**src/hdl/cgw_defs.svh**
```systemverilog
// Register offsets, field positions, reset values and codes of the clock gear and warm-up block.
`ifndef CGW_DEFS_SVH
`define CGW_DEFS_SVH

`define CGW_OFS_SYSCLK 8'h00
`define CGW_OFS_OSCWUP 8'h04
`define CGW_OFS_IRQSTAT 8'h08
`define CGW_OFS_IRQMASK 8'h0C

`define CGW_POS_PERIPH_SOURCE_SELECT 12
`define CGW_POS_PERIPH_PRESCALE_RATIO 8
`define CGW_POS_GEAR 0
`define CGW_POS_WARMUP_TIME_UPPER 20
`define CGW_POS_WARMUP_TIME_LOW_BITS 14
`define CGW_POS_ZERO2 12
`define CGW_POS_LOW_SPEED_OSC_ENABLE 9
`define CGW_POS_XEN 8
`define CGW_POS_FIXED4 4
`define CGW_POS_WARMUP_SOURCE_SELECT 3
`define CGW_POS_PLL_RUN 2
`define CGW_POS_WARMUP_BUSY_FLAG 1
`define CGW_POS_WARMUP_START 0

`define CGW_RST_WARMUP_TIME_UPPER 12'h800
`define CGW_RST_FIXED4 4'h3
`define CGW_MASKED_BITS 4

`define CGW_GEAR_DIV1 3'h0
`define CGW_GEAR_DIV2 3'h4
`define CGW_GEAR_DIV4 3'h5
`define CGW_GEAR_DIV8 3'h6
`define CGW_PERIPH_PRESCALE_RATIO_MAX 3'h5

`define CGW_EV_DONE 0
`define CGW_EV_START 1

`define CGW_RESP_OKAY 2'h0
`define CGW_RESP_SLVERR 2'h2

`endif

```
**src/hdl/cgw_pkg.sv**
```systemverilog
// Types shared by the clock gear and warm-up block.
package cgw_pkg;
   typedef struct packed {
      logic [2:0] cnt_sel;
      logic [31:0] cnt;
      logic out;
   } cgw_div_state_t;

   typedef struct packed {
      logic periph_source_select;
      logic [2:0] periph_prescale_ratio;
      logic [2:0] gear;
   } cgw_sysclk_t;

   typedef struct packed {
      logic [11:0] warmup_time_upper;
      logic [1:0] warmup_time_low_bits;
      logic [1:0] zero2;
      logic low_speed_osc_enable;
      logic high_speed_osc_enable;
      logic [3:0] fixed4;
      logic warmup_source_select;
      logic pll_run;
   } cgw_osc_t;

   typedef struct packed {
      cgw_sysclk_t sys;
      cgw_osc_t osc;
      logic warmup_busy_flag;
      logic [17:0] wcnt;
      logic [1:0] stat;
      logic [1:0] mask;
      logic irq;
      logic [2:0] hs_sync;
      logic [2:0] ls_sync;
      logic awready;
      logic wready;
      logic bvalid;
      logic [1:0] bresp;
      logic arready;
      logic rvalid;
      logic [31:0] rdata;
      logic [1:0] rresp;
   } cgw_state_t;
endpackage : cgw_pkg

```
**src/hdl/cgw_div_if.sv**
```systemverilog
// Carrier between the control logic and one tick divider.
interface cgw_div_if;
   logic [2:0] shift;
   logic in_tick;
   logic out_tick;
   modport ctl (output shift, output in_tick, input out_tick);
   modport div (input shift, input in_tick, output out_tick);
endinterface : cgw_div_if

```
**src/hdl/cgw_divider.sv**
```systemverilog
// Power-of-two tick divider: one output tick per 2**shift input ticks.
module cgw_divider
   import cgw_pkg::*;
(
   // Clock and reset.
   input wire logic CLK,
   input wire logic RESET,
   // Divider carrier.
   cgw_div_if.div dv
);
   cgw_div_state_t st_reg;
   cgw_div_state_t st_next;
   logic [31:0] lim;

   always_comb begin
      st_next = st_reg;
      lim = (32'h1 << dv.shift) - 32'h1;
      st_next.cnt_sel = dv.shift;
      st_next.out = 1'b0;
      // A changed ratio restarts the count so no short pulse leaks out.
      if (dv.shift != st_reg.cnt_sel) begin
         st_next.cnt = 32'h0;
      end else if (dv.in_tick) begin
         if (st_reg.cnt >= lim) begin
            st_next.cnt = 32'h0;
            st_next.out = 1'b1;
         end else begin
            st_next.cnt = st_reg.cnt + 32'h1;
         end
      end
   end

   always_ff @(posedge CLK or posedge RESET) begin
      if (RESET) begin
         st_reg <= '0;
      end else begin
         st_reg <= st_next;
      end
   end

   assign dv.out_tick = st_reg.out;
endmodule : cgw_divider

```
**src/hdl/cgw_top.sv**
```systemverilog
// Clock gear, prescaler, oscillator enable and warm-up timer control with AXI4-Lite registers.
// Functional notes
// - Bit 12 selects geared or undivided source.
// - Prescaler codes 000-101 divide by 1..32.
// - Gear codes 000,100,101,110 divide 1,2,4,8.
// - Bits 31-20 set warm-up count time.
// - Counters 16/18 bits, low 4 masked.
// - Bits 15-14 give low-speed count's low bits.
// - Bit 3 picks high- or low-speed warm-up source.
// - Bit 2 runs the PLL, reset stopped.
// - Bit 1 reads 1 while warming up.
// - Writing 1 to bit 0 starts warm-up.
//
// Our own choices: the register addresses and the AXI4-Lite register port.
`include "cgw_defs.svh"

module cgw_top
   import cgw_pkg::*;
#(
   // Warm-up counter widths and the low bits that the compare leaves out.
   parameter int HS_CNT_W = 16,
   parameter int LS_CNT_W = 18,
   parameter int MASK_W = `CGW_MASKED_BITS
)
(
   // Clock and reset.
   input wire logic CLK,
   input wire logic RESET,
   // Oscillator inputs used as warm-up count clocks.
   input wire logic HIGH_SPEED_OSC_PIN,
   input wire logic LOW_SPEED_OSC_PIN,
   // Oscillator and PLL controls.
   output logic HIGH_SPEED_OSC_EN,
   output logic LOW_SPEED_OSC_EN,
   output logic PLL_RUN,
   // Clock ticks.
   output logic GEAR_TICK,
   output logic PERIPH_TICK,
   // Interrupt.
   output logic IRQ,
   // AXI4-Lite write address.
   input wire logic [7:0] S_AXI_AWADDR,
   input wire logic S_AXI_AWVALID,
   output logic S_AXI_AWREADY,
   // AXI4-Lite write data.
   input wire logic [31:0] S_AXI_WDATA,
   input wire logic [3:0] S_AXI_WSTRB,
   input wire logic S_AXI_WVALID,
   output logic S_AXI_WREADY,
   // AXI4-Lite write response.
   output logic [1:0] S_AXI_BRESP,
   output logic S_AXI_BVALID,
   input wire logic S_AXI_BREADY,
   // AXI4-Lite read address.
   input wire logic [7:0] S_AXI_ARADDR,
   input wire logic S_AXI_ARVALID,
   output logic S_AXI_ARREADY,
   // AXI4-Lite read data.
   output logic [31:0] S_AXI_RDATA,
   output logic [1:0] S_AXI_RRESP,
   output logic S_AXI_RVALID,
   input wire logic S_AXI_RREADY
);
   cgw_state_t st_reg;
   cgw_state_t st_next;

   cgw_div_if gear_dv ();
   cgw_div_if periph_dv ();

   logic [31:0] sys_word;
   logic [31:0] osc_word;
   logic [31:0] wr_word;
   logic [31:0] wmask;
   logic wr_fire;
   logic rd_fire;
   logic osc_edge;
   logic [17:0] wcnt_inc;
   logic [17:0] target;
   logic [HS_CNT_W-1:0] hs_target;
   logic [LS_CNT_W-1:0] ls_target;
   logic [1:0] events;
   logic [1:0] rd_clear;

   // Byte lanes of the write data that the master marked as valid.
   assign wmask = {{8{S_AXI_WSTRB[3]}}, {8{S_AXI_WSTRB[2]}},
                   {8{S_AXI_WSTRB[1]}}, {8{S_AXI_WSTRB[0]}}};

   // Gear divider runs on every CLK cycle.
   always_comb begin
      case (st_reg.sys.gear)
         `CGW_GEAR_DIV1: gear_dv.shift = 3'h0;
         `CGW_GEAR_DIV2: gear_dv.shift = 3'h1;
         `CGW_GEAR_DIV4: gear_dv.shift = 3'h2;
         `CGW_GEAR_DIV8: gear_dv.shift = 3'h3;
         default: gear_dv.shift = 3'h0;
      endcase
   end
   assign gear_dv.in_tick = 1'b1;

   // Reserved prescale codes fall back to divide-by-1 of the selected source.
   assign periph_dv.shift = (st_reg.sys.periph_prescale_ratio > `CGW_PERIPH_PRESCALE_RATIO_MAX) ?
                            3'h0 : st_reg.sys.periph_prescale_ratio;
   assign periph_dv.in_tick = st_reg.sys.periph_source_select ?
                              1'b1 : gear_dv.out_tick;

   cgw_divider u_gear_div (
      .CLK(CLK),
      .RESET(RESET),
      .dv(gear_dv.div)
   );

   cgw_divider u_periph_div (
      .CLK(CLK),
      .RESET(RESET),
      .dv(periph_dv.div)
   );

   // Read images; unused positions stay zero.
   always_comb begin
      sys_word = 32'h0;
      sys_word[`CGW_POS_PERIPH_SOURCE_SELECT] = st_reg.sys.periph_source_select;
      sys_word[`CGW_POS_PERIPH_PRESCALE_RATIO +: 3] = st_reg.sys.periph_prescale_ratio;
      sys_word[`CGW_POS_GEAR +: 3] = st_reg.sys.gear;
      osc_word = 32'h0;
      osc_word[`CGW_POS_WARMUP_TIME_UPPER +: 12] = st_reg.osc.warmup_time_upper;
      osc_word[`CGW_POS_WARMUP_TIME_LOW_BITS +: 2] = st_reg.osc.warmup_time_low_bits;
      osc_word[`CGW_POS_ZERO2 +: 2] = st_reg.osc.zero2;
      osc_word[`CGW_POS_LOW_SPEED_OSC_ENABLE] = st_reg.osc.low_speed_osc_enable;
      osc_word[`CGW_POS_XEN] = st_reg.osc.high_speed_osc_enable;
      osc_word[`CGW_POS_FIXED4 +: 4] = st_reg.osc.fixed4;
      osc_word[`CGW_POS_WARMUP_SOURCE_SELECT] = st_reg.osc.warmup_source_select;
      osc_word[`CGW_POS_PLL_RUN] = st_reg.osc.pll_run;
      osc_word[`CGW_POS_WARMUP_BUSY_FLAG] = st_reg.warmup_busy_flag;
   end

   // Handshakes complete one cycle after the ready flops rise.
   assign wr_fire = st_reg.awready & st_reg.wready;
   assign rd_fire = st_reg.arready;

   // The selected oscillator is counted on its synchronised rising edge.
   always_comb begin
      if (st_reg.osc.warmup_source_select) begin
         osc_edge = st_reg.ls_sync[1] & ~st_reg.ls_sync[2];
      end else begin
         osc_edge = st_reg.hs_sync[1] & ~st_reg.hs_sync[2];
      end
   end

   // Compare value: the lowest MASK_W bits are always zero, which trades count
   // resolution for a short time field.
   always_comb begin
      hs_target = '0;
      ls_target = '0;
      hs_target[HS_CNT_W-1 -: 12] = st_reg.osc.warmup_time_upper;
      ls_target[LS_CNT_W-1 -: 12] = st_reg.osc.warmup_time_upper;
      ls_target[MASK_W +: 2] = st_reg.osc.warmup_time_low_bits;
      if (st_reg.osc.warmup_source_select) begin
         target = 18'(ls_target);
      end else begin
         target = 18'(hs_target);
      end
   end
   assign wcnt_inc = st_reg.wcnt + 18'h1;

   always_comb begin
      st_next = st_reg;
      events = 2'h0;
      rd_clear = 2'h0;
      wr_word = 32'h0;

      // Two-stage synchronisers, plus a third stage for edge detection.
      st_next.hs_sync = {st_reg.hs_sync[1:0], HIGH_SPEED_OSC_PIN};
      st_next.ls_sync = {st_reg.ls_sync[1:0], LOW_SPEED_OSC_PIN};

      // Warm-up counting.
      if (st_reg.warmup_busy_flag && osc_edge) begin
         st_next.wcnt = wcnt_inc;
         if (wcnt_inc >= target) begin
            st_next.warmup_busy_flag = 1'b0;
            events[`CGW_EV_DONE] = 1'b1;
         end
      end

      // Write channel.
      st_next.awready = 1'b0;
      st_next.wready = 1'b0;
      if (S_AXI_AWVALID && S_AXI_WVALID && !st_reg.awready && !st_reg.bvalid) begin
         st_next.awready = 1'b1;
         st_next.wready = 1'b1;
      end
      if (st_reg.bvalid && S_AXI_BREADY) begin
         st_next.bvalid = 1'b0;
      end
      if (wr_fire) begin
         st_next.bvalid = 1'b1;
         st_next.bresp = `CGW_RESP_OKAY;
         case (S_AXI_AWADDR)
            `CGW_OFS_SYSCLK: begin
               wr_word = (sys_word & ~wmask) | (S_AXI_WDATA & wmask);
               st_next.sys.periph_source_select = wr_word[`CGW_POS_PERIPH_SOURCE_SELECT];
               st_next.sys.periph_prescale_ratio = wr_word[`CGW_POS_PERIPH_PRESCALE_RATIO +: 3];
               st_next.sys.gear = wr_word[`CGW_POS_GEAR +: 3];
            end
            `CGW_OFS_OSCWUP: begin
               wr_word = (osc_word & ~wmask) | (S_AXI_WDATA & wmask);
               st_next.osc.warmup_time_upper = wr_word[`CGW_POS_WARMUP_TIME_UPPER +: 12];
               st_next.osc.warmup_time_low_bits = wr_word[`CGW_POS_WARMUP_TIME_LOW_BITS +: 2];
               st_next.osc.zero2 = wr_word[`CGW_POS_ZERO2 +: 2];
               st_next.osc.low_speed_osc_enable = wr_word[`CGW_POS_LOW_SPEED_OSC_ENABLE];
               st_next.osc.high_speed_osc_enable = wr_word[`CGW_POS_XEN];
               st_next.osc.fixed4 = wr_word[`CGW_POS_FIXED4 +: 4];
               st_next.osc.warmup_source_select = wr_word[`CGW_POS_WARMUP_SOURCE_SELECT];
               st_next.osc.pll_run = wr_word[`CGW_POS_PLL_RUN];
               // A start while busy restarts the count from zero.
               if (S_AXI_WSTRB[0] && S_AXI_WDATA[`CGW_POS_WARMUP_START]) begin
                  st_next.warmup_busy_flag = 1'b1;
                  st_next.wcnt = 18'h0;
                  events[`CGW_EV_START] = 1'b1;
                  events[`CGW_EV_DONE] = 1'b0;
               end
            end
            `CGW_OFS_IRQSTAT: begin
               st_next.bresp = `CGW_RESP_OKAY;
            end
            `CGW_OFS_IRQMASK: begin
               if (S_AXI_WSTRB[0]) begin
                  st_next.mask = S_AXI_WDATA[1:0];
               end
            end
            default: begin
               st_next.bresp = `CGW_RESP_SLVERR;
            end
         endcase
      end

      // Read channel.
      st_next.arready = 1'b0;
      if (S_AXI_ARVALID && !st_reg.arready && !st_reg.rvalid) begin
         st_next.arready = 1'b1;
      end
      if (st_reg.rvalid && S_AXI_RREADY) begin
         st_next.rvalid = 1'b0;
      end
      if (rd_fire) begin
         st_next.rvalid = 1'b1;
         st_next.rresp = `CGW_RESP_OKAY;
         case (S_AXI_ARADDR)
            `CGW_OFS_SYSCLK: st_next.rdata = sys_word;
            `CGW_OFS_OSCWUP: st_next.rdata = osc_word;
            `CGW_OFS_IRQSTAT: begin
               st_next.rdata = {30'h0, st_reg.stat};
               rd_clear = st_reg.stat;
            end
            `CGW_OFS_IRQMASK: st_next.rdata = {30'h0, st_reg.mask};
            default: begin
               st_next.rdata = 32'h0;
               st_next.rresp = `CGW_RESP_SLVERR;
            end
         endcase
      end

      // A new event in the clearing cycle survives, since it is set after the clear.
      st_next.stat = (st_reg.stat & ~rd_clear) | events;
      st_next.irq = |(st_next.stat & st_next.mask);
   end

   always_ff @(posedge CLK or posedge RESET) begin
      if (RESET) begin
         st_reg <= '0;
         st_reg.osc.warmup_time_upper <= `CGW_RST_WARMUP_TIME_UPPER;
         st_reg.osc.fixed4 <= `CGW_RST_FIXED4;
         st_reg.osc.low_speed_osc_enable <= 1'b1;
         st_reg.osc.high_speed_osc_enable <= 1'b1;
         st_reg.osc.pll_run <= 1'b0;
      end else begin
         st_reg <= st_next;
      end
   end

   // Outputs come straight from state flops.
   assign HIGH_SPEED_OSC_EN = st_reg.osc.high_speed_osc_enable;
   assign LOW_SPEED_OSC_EN = st_reg.osc.low_speed_osc_enable;
   assign PLL_RUN = st_reg.osc.pll_run;
   assign GEAR_TICK = gear_dv.out_tick;
   assign PERIPH_TICK = periph_dv.out_tick;
   assign IRQ = st_reg.irq;
   assign S_AXI_AWREADY = st_reg.awready;
   assign S_AXI_WREADY = st_reg.wready;
   assign S_AXI_BVALID = st_reg.bvalid;
   assign S_AXI_BRESP = st_reg.bresp;
   assign S_AXI_ARREADY = st_reg.arready;
   assign S_AXI_RVALID = st_reg.rvalid;
   assign S_AXI_RDATA = st_reg.rdata;
   assign S_AXI_RRESP = st_reg.rresp;
endmodule : cgw_top

```
**config.mk**
```make
export PLATFORM = sky130hd
export DESIGN_NAME = cgw_top
export DESIGN_NICKNAME = d
export VERILOG_FILES = /design/src/hdl/cgw_pkg.sv /design/src/hdl/cgw_div_if.sv /design/src/hdl/cgw_divider.sv /design/src/hdl/cgw_top.sv
export VERILOG_INCLUDE_DIRS = /design/src /design/src/hdl
export SDC_FILE = /design/constraint.sdc
export NUM_CORES = 1
export LEC_CHECK = 0
export BUFFER_PORTS_ARGS = -buffer_cell sky130_fd_sc_hd__buf_2
export CORE_AREA = 8 8 95 182
export DETAILED_ROUTE_END_ITERATION = 16
export DIE_AREA = 0 0 103 190
export PLACE_DENSITY = 0.84
export SLEW_MARGIN = 5
export SYNTH_ARGS = -nofsm -noshare
export SYNTH_HDL_FRONTEND = slang
export SYNTH_HIERARCHICAL = 1
export SYNTH_SLANG_ARGS = --single-unit
```
**constraint.sdc**
```tcl
create_clock -name CLK -period 3.3 [get_ports CLK]
set_clock_uncertainty 0.1 [all_clocks]
set_input_delay 0.165 -clock CLK [delete_from_list [all_inputs] [get_ports CLK]]
set_output_delay 0.165 -clock CLK [all_outputs]
set_load 0.02 [all_outputs]
```
==> impl_metrics.toml, run 1 <==
[pwr]
ir_drop_v = 0.0003988
clkPwrFrac_pct = 37.3
switching_share_pct = 30.25
p_per_area_nw_per_um2 = 521.8
p_int_mw = 3.613
p_seq_share_pct = 42.9
power_leakage_nw = 4.905
p_comb_share_pct = 19.8
p_switching_mw = 1.567

[synth]
yosysUniqueCellTypes = 66
synth_top_flop_cell = "dfrtp_1"
synth_seq_cells = 166
avgSynthCellArea_sq_um = 11.14
synth-edff-count = 0
syn_inst = 754
yosysTopAreaCellShare_pct = 47.97
seq_area_frac_synth_pct = 49.53
syn-cell-area_sq_um = 8399
yosys-top-cells-area = "dfrtp_1, ha_1, mux2_2"
yosysTopAreaCell = "dfrtp_1"
synth-async-reset-ratio_pct = 100.0
yosysWarningCount = 6

[critical_path]
critPathRequiredTime_ns = 3.51
r2r_setup_slack_ns = 0.09
critPathLaunchType = "flop"
slowest_delay_ns = 0.48
crit_family = "simple AND/OR/NAND/NOR gates"
reg2reg_depth = 10
cp_slowest_cell = "or4_1"
startpoint = "st_reg[52]$_DFF_PP0_"
r2r-end = "st_reg[50]$_DFF_PP0_"
cp_num_buf_inv = 0
critPathMaxFanout = 5
path_cells = "ha_2, nand4_1, or4_1, nor3_1, xor2_1, ha_1, a21oi_1, nor2b_1, a2111o_1, a22o_1"
arrival_ns = 3.42
crit_type = "reg2reg"
rr_startpoint = "st_reg[52]$_DFF_PP0_"
endpoint_kind = "flop"

[timing]
max_freq_mhz = 311.8
period_share_pct = 97.17
fin_crit_ns = 3.207
hold_ws_ns = 0.01532
slew_viol_final = 1
setup_slack_ns = 0.09327
finalHoldViolations = 0
relSlewSlack_pct = -0.02055
setup_viol = 0
tightest_slew_ns = 1.492

[cells_and_area]
layout_commonest_cell = "dfrtp_1"
postLayoutCoreUtil_pct = 66.99
area_growth_pct = 18.19
final_cell_mix = "dfrtp_1, buf_2, nand2_1"
finalNonFillerCells = 1091
drive_above_1_share_pct = 26.17
nets = 978

[clocking]
cts_tree = "yes"
cts_max_level = 4
cts_buffers = 17
root_buffer = "clkbuf_16"
clock_sinks = 166
cts.clk_slew.worst_paths_ns = 0.07
insertion_delay_ns = 0.43
clk_path_buf_depth = 2

[drt]
drc = 0
drt-initial-drc-count = 261
viasPerCell = 5.553
ant_nets = 0
vias = 6058
firstDrtPassIters = 5
wl_per_cell_microns = 17.77
drt-total-wl_microns = 19380

[floorplanning]
start_util_pct = 56.68
core_sq_um = 14820
die_x_microns = 103
fp-row-count = 63
io_pins = 108
dieArea_sq_um = 19570
die_h_microns = 190

[grt]
first_global_vias = 6403
grtUsageTotal_pct = 20.88
grt_start_max_net_pins = 50
grt_pass1_wl_microns = 31280
antenna_found_initial = 2
grt_remaining_overflow = 0

[min_path]
hold_path_end = "S_AXI_BRESP[1]$_DFFE_PP0P_"
hold_depth = 3
hold_start = "S_AXI_AWADDR[7]"
hold_class = "in2reg"

[placed_design]
dp.cells = 1018
port_buffers = 95
hpwlAfterDp_microns = 13500
preCtsSetupSlack_ns = 0.1116
place.gp.congestion = 0.9411

[job]
cap_violations = 0

[run_status]
violations = "max-slew violations"
status = "finished, violations left"
==> how the worst max path moves through the flow <==
stage | endpoint | slack, ns | cells past startpoint
final | st_reg[50]$_DFF_PP0_ | 0.09 | 10
after global placement | st_reg[50]$_DFF_PP0_ | 0.12 | 10
after CTS | st_reg[50]$_DFF_PP0_ | 0.08 | 10
after detailed placement | st_reg[50]$_DFF_PP0_ | 0.11 | 10
after floorplan | u_gear_div/st_reg[9]$_DFFE_PP0P_ | 0.22 | 13
after global routing | u_periph_div/st_reg[9]$_DFFE_PP0P_ | -0.005 | 12
==> metal layers <==
layer	vias up	track usage, %	wire length (microns)
li1	2843	-	-
met1	2989	21.05	6803
met2	173	38.16	10960
met3	53	3.808	838
met4	0	12.11	782
met5	-	0	0
==> through the flow <==
step	power, mW	TNS (ns)	cell area (sq um)
2_1_floorplan	2.947	0	8456
3_3_place_gp	3.190	0	8945
3_5_place_dp	3.221	0	8945
4_1_cts	5.201	0	9903
5_1_grt	5.434	-0.01009	9927
6_report	5.180	0	9927
==> cells in the mapped netlist (3+ instances only) <==
master,count
and2_1,54
dfrtp_1,161
xor2_1,17
a22o_1,21
o2111ai_1,12
buf_2,4
nand4_1,13
nor4_1,12
a21o_1,8
nor2_1,42
mux2i_1,15
clkbuf_1,19
o2bb2ai_1,7
or3_1,5
o21a_1,3
nor2b_1,11
ha_1,36
or2_2,7
a21boi_0,3
buf_6,4
nor3_1,15
conb_1,4
and3_1,4
nand3b_1,3
xnor2_1,19
inv_1,19
nand3_1,20
buf_4,37
mux2_2,34
a211oi_1,4
a21oi_1,14
o21ai_0,11
dfstp_2,5
nand2_1,65
==> timing repair <==
item,4_1_cts,5_1_grt
endpoints found under the setup margin,0,12
resized for setup,0,6
setup buffers,0,0
endpoints found under the hold margin,159,0
hold buffers,39,0
==> logic make-up (layout without fill, tap and decap cells) <==
family,after synthesis,count (layout),share of synthesized area (%)
AOI/OAI and AO/OA,102,102,9.862
muxes,51,51,6.793
xor gates and xnor gates,40,40,4.797
and+or+nand+nor,271,271,17.64
DFF,166,166,49.53
buffers and inverters,84,209,5.839
other,4,21,0.1787
adders and majority gates,36,36,5.363
==> layout make-up <==
class	count	area [sq um]
fillers	1127	4892
flip-flops and latches	166	4160
multi-input cells	519	3830
repair buffers	158	1046
clock buffers	18	429.2
well taps	195	244.0
clock inverters	14	138.9
inverters	19	73.82
diodes	2	5.005
==> tightest hold or removal path, cell delays in order <==
cell	delay [ns]
buf_2	0.08
or4_4	0.13
o22a_2	0.13
==> power groups by stage <==
stage | registers (mW) | clock network (mW) | logic, mW
2_1_floorplan | 2.23 | 0 | 0.718
3_3_place_gp | 2.25 | 0 | 0.939
3_5_place_dp | 2.25 | 0 | 0.967
4_1_cts | 2.22 | 1.96 | 1.02
5_1_grt | 2.23 | 2.04 | 1.16
6_report | 2.22 | 1.93 | 1.03
(Power assumes the default switching activity.)
==> inputs of run 2 (changes only) <==
--- a/config.mk
+++ b/config.mk
@@ -10,7 +10,7 @@
 export CORE_AREA = 8 8 95 182
 export DETAILED_ROUTE_END_ITERATION = 16
 export DIE_AREA = 0 0 103 190
-export PLACE_DENSITY = 0.84
+export PLACE_DENSITY = 0.89
 export SLEW_MARGIN = 5
 export SYNTH_ARGS = -nofsm -noshare
 export SYNTH_HDL_FRONTEND = slang
==> constraint.sdc (replaced) <==
create_clock -name CLK -period 3 [get_ports CLK]
set_clock_uncertainty 0.1 [all_clocks]
set_input_delay 0.15 -clock CLK [delete_from_list [all_inputs] [get_ports CLK]]
set_output_delay 0.15 -clock CLK [all_outputs]
set_load 0.02 [all_outputs]
==> run 2 against run 1 <==
  * The run ends with max-slew violations, negative setup slack left
  * Critical path depth unchanged
  * Fmax increased by 4.5%
  * Sequential power increased by 10%
  * Die area unchanged
  * Register-to-register slack got worse by 0.16 ns
  * Utilization increased by 2.5 points
  * Clock power increased by 9%
  * Setup slack got worse by 0.16 ns
==> impl_metrics.toml, run 2 (synthesis results as in run 1) <==
[run_status]
status = "finished, violations left"
violations = "max-slew violations, negative setup slack"

[floorplanning]
die_x_microns = 103
core_sq_um = 14820
fp-row-count = 63
die_h_microns = 190
io_pins = 108
start_util_pct = 56.68
dieArea_sq_um = 19570

[pwr]
p_per_area_nw_per_um2 = 572.9
power_leakage_nw = 5.091
ir_drop_v = 0.0005095
power_mw = 5.900

[critical_path]
critPathRequiredTime_ns = 3.20
endpoint_kind = "flop"
r2r_setup_slack_ns = -0.07
crit_type = "reg2reg"
arrival_ns = 3.27
critPathMaxFanout = 4
critPathLaunchType = "flop"

[timing]
hold_ws_ns = 0.02234
slew_viol_final = 33
finalHoldViolations = 0
setup_slack_ns = -0.06904
grt_setup_unrepaired = "yes"
setup_viol = 3
finalSetupTns_ns = -0.1714
tightest_slew_ns = 1.569
relSlewSlack_pct = -5.178
fin_crit_ns = 3.069
period_share_pct = 102.3
max_freq_mhz = 325.8

[clocking]
clk_path_buf_depth = 2
root_buffer = "clkbuf_16"
cts.clk_slew.worst_paths_ns = 0.07
cts_tree = "yes"
cts_buffers = 17
cts_max_level = 4
insertion_delay_ns = 0.42
clock_sinks = 166

[drt]
ant_nets = 0
drt-initial-drc-count = 279
firstDrtPassIters = 4
drc = 0
viasPerCell = 5.790
vias = 6479
wl_per_cell_microns = 19.67
drt-total-wl_microns = 22010

[cells_and_area]
layout_commonest_cell = "dfrtp_1"
nets = 1008
diodes = 0
finalNonFillerCells = 1119
postLayoutCoreUtil_pct = 69.49
area_growth_pct = 22.60
postLayoutCellArea_sq_um = 10300
fillers = 998
final_cell_mix = "dfrtp_1, buf_2, nand2_1"
drive_above_1_share_pct = 30.84

[grt]
antenna_found_initial = 0
grt_start_max_net_pins = 55
grt_pass1_wl_microns = 33370
grtUsageTotal_pct = 22.17
first_global_vias = 6749
grt_remaining_overflow = 0

[job]
cap_violations = 0

[placed_design]
preCtsSetupSlack_ns = -0.06615
place_area_sq_um = 9105
dp.cells = 1037
place.gp.congestion = 0.9315
hpwlAfterDp_microns = 14150
port_buffers = 95

[min_path]
hold_class = "in2reg"
[run 2: cell types whose count changed in the layout (fill, tap and decap cells not counted), sizes merged]
cell / change
inv: -3
clkbuf: +2
diode: -2
clkinvlp: +1
buf: +30
[run 2: area by class of cell]
type	count	area, sq um	share of cell area, %
Tap cell	195	244.0	2.369
Clock inverter	12	118.9	1.154
Clock buffer	20	446.7	4.338
Inverter	19	73.82	0.7169
Timing Repair Buffer	188	1291	12.54
Multi-Input combinational cell	519	3959	38.44
Sequential cell	166	4164	40.44
[run 2: what timing repair did]
item,CTS,global route
setup endpoints to repair,7,20
endpoints found under the hold margin,162,0
pin swaps,0,17
gates cloned,0,0
hold buffers,39,0
setup buffers,3,8
resized for setup,7,31
[run 2: final timing paths]
path,startpoint,endpoint,cells past startpoint
worst max-delay path,st_reg[52]$_DFF_PP0_,st_reg[50]$_DFF_PP0_,10
worst min-delay path,S_AXI_AWADDR[0],S_AXI_BRESP[1]$_DFFE_PP0P_,3
worst max register to register,st_reg[52]$_DFF_PP0_,st_reg[50]$_DFF_PP0_,10
worst min register to register,st_next[45]$_DFF_PP0_,st_next[46]$_DFF_PP0_,0
max in group asynchronous,RESET,asynchronous set/reset pin,4
min in group asynchronous,RESET,asynchronous set/reset pin,3
[run 2: routing by layer]
metal	wire length, microns	vias up	global-route usage, %
li1	-	2899	-
met1	7616	3247	22.39
met2	12290	259	40.21
met3	1097	74	4.540
met4	1014	0	12.68
met5	0	-	0
[run 2: critical path, stage by stage, from the launching register on]
cell and delay (ns):
dfrtp_1 0.41, ha_2 0.23, nand4_1 0.16, or4_4 0.58, nor2_1 0.17, xor2_1 0.21
ha_1 0.25, nand4_1 0.12, nor2_1 0.06, a2111o_1 0.41, a22o_1 0.23
[run 2: power by group]
group / internal [mW] / leakage, nW / switching [mW]
clock: 1.18 / 0.268 / 0.931
combinational: 0.597 / 2.66 / 0.748
sequential: 2.32 / 2.17 / 0.121
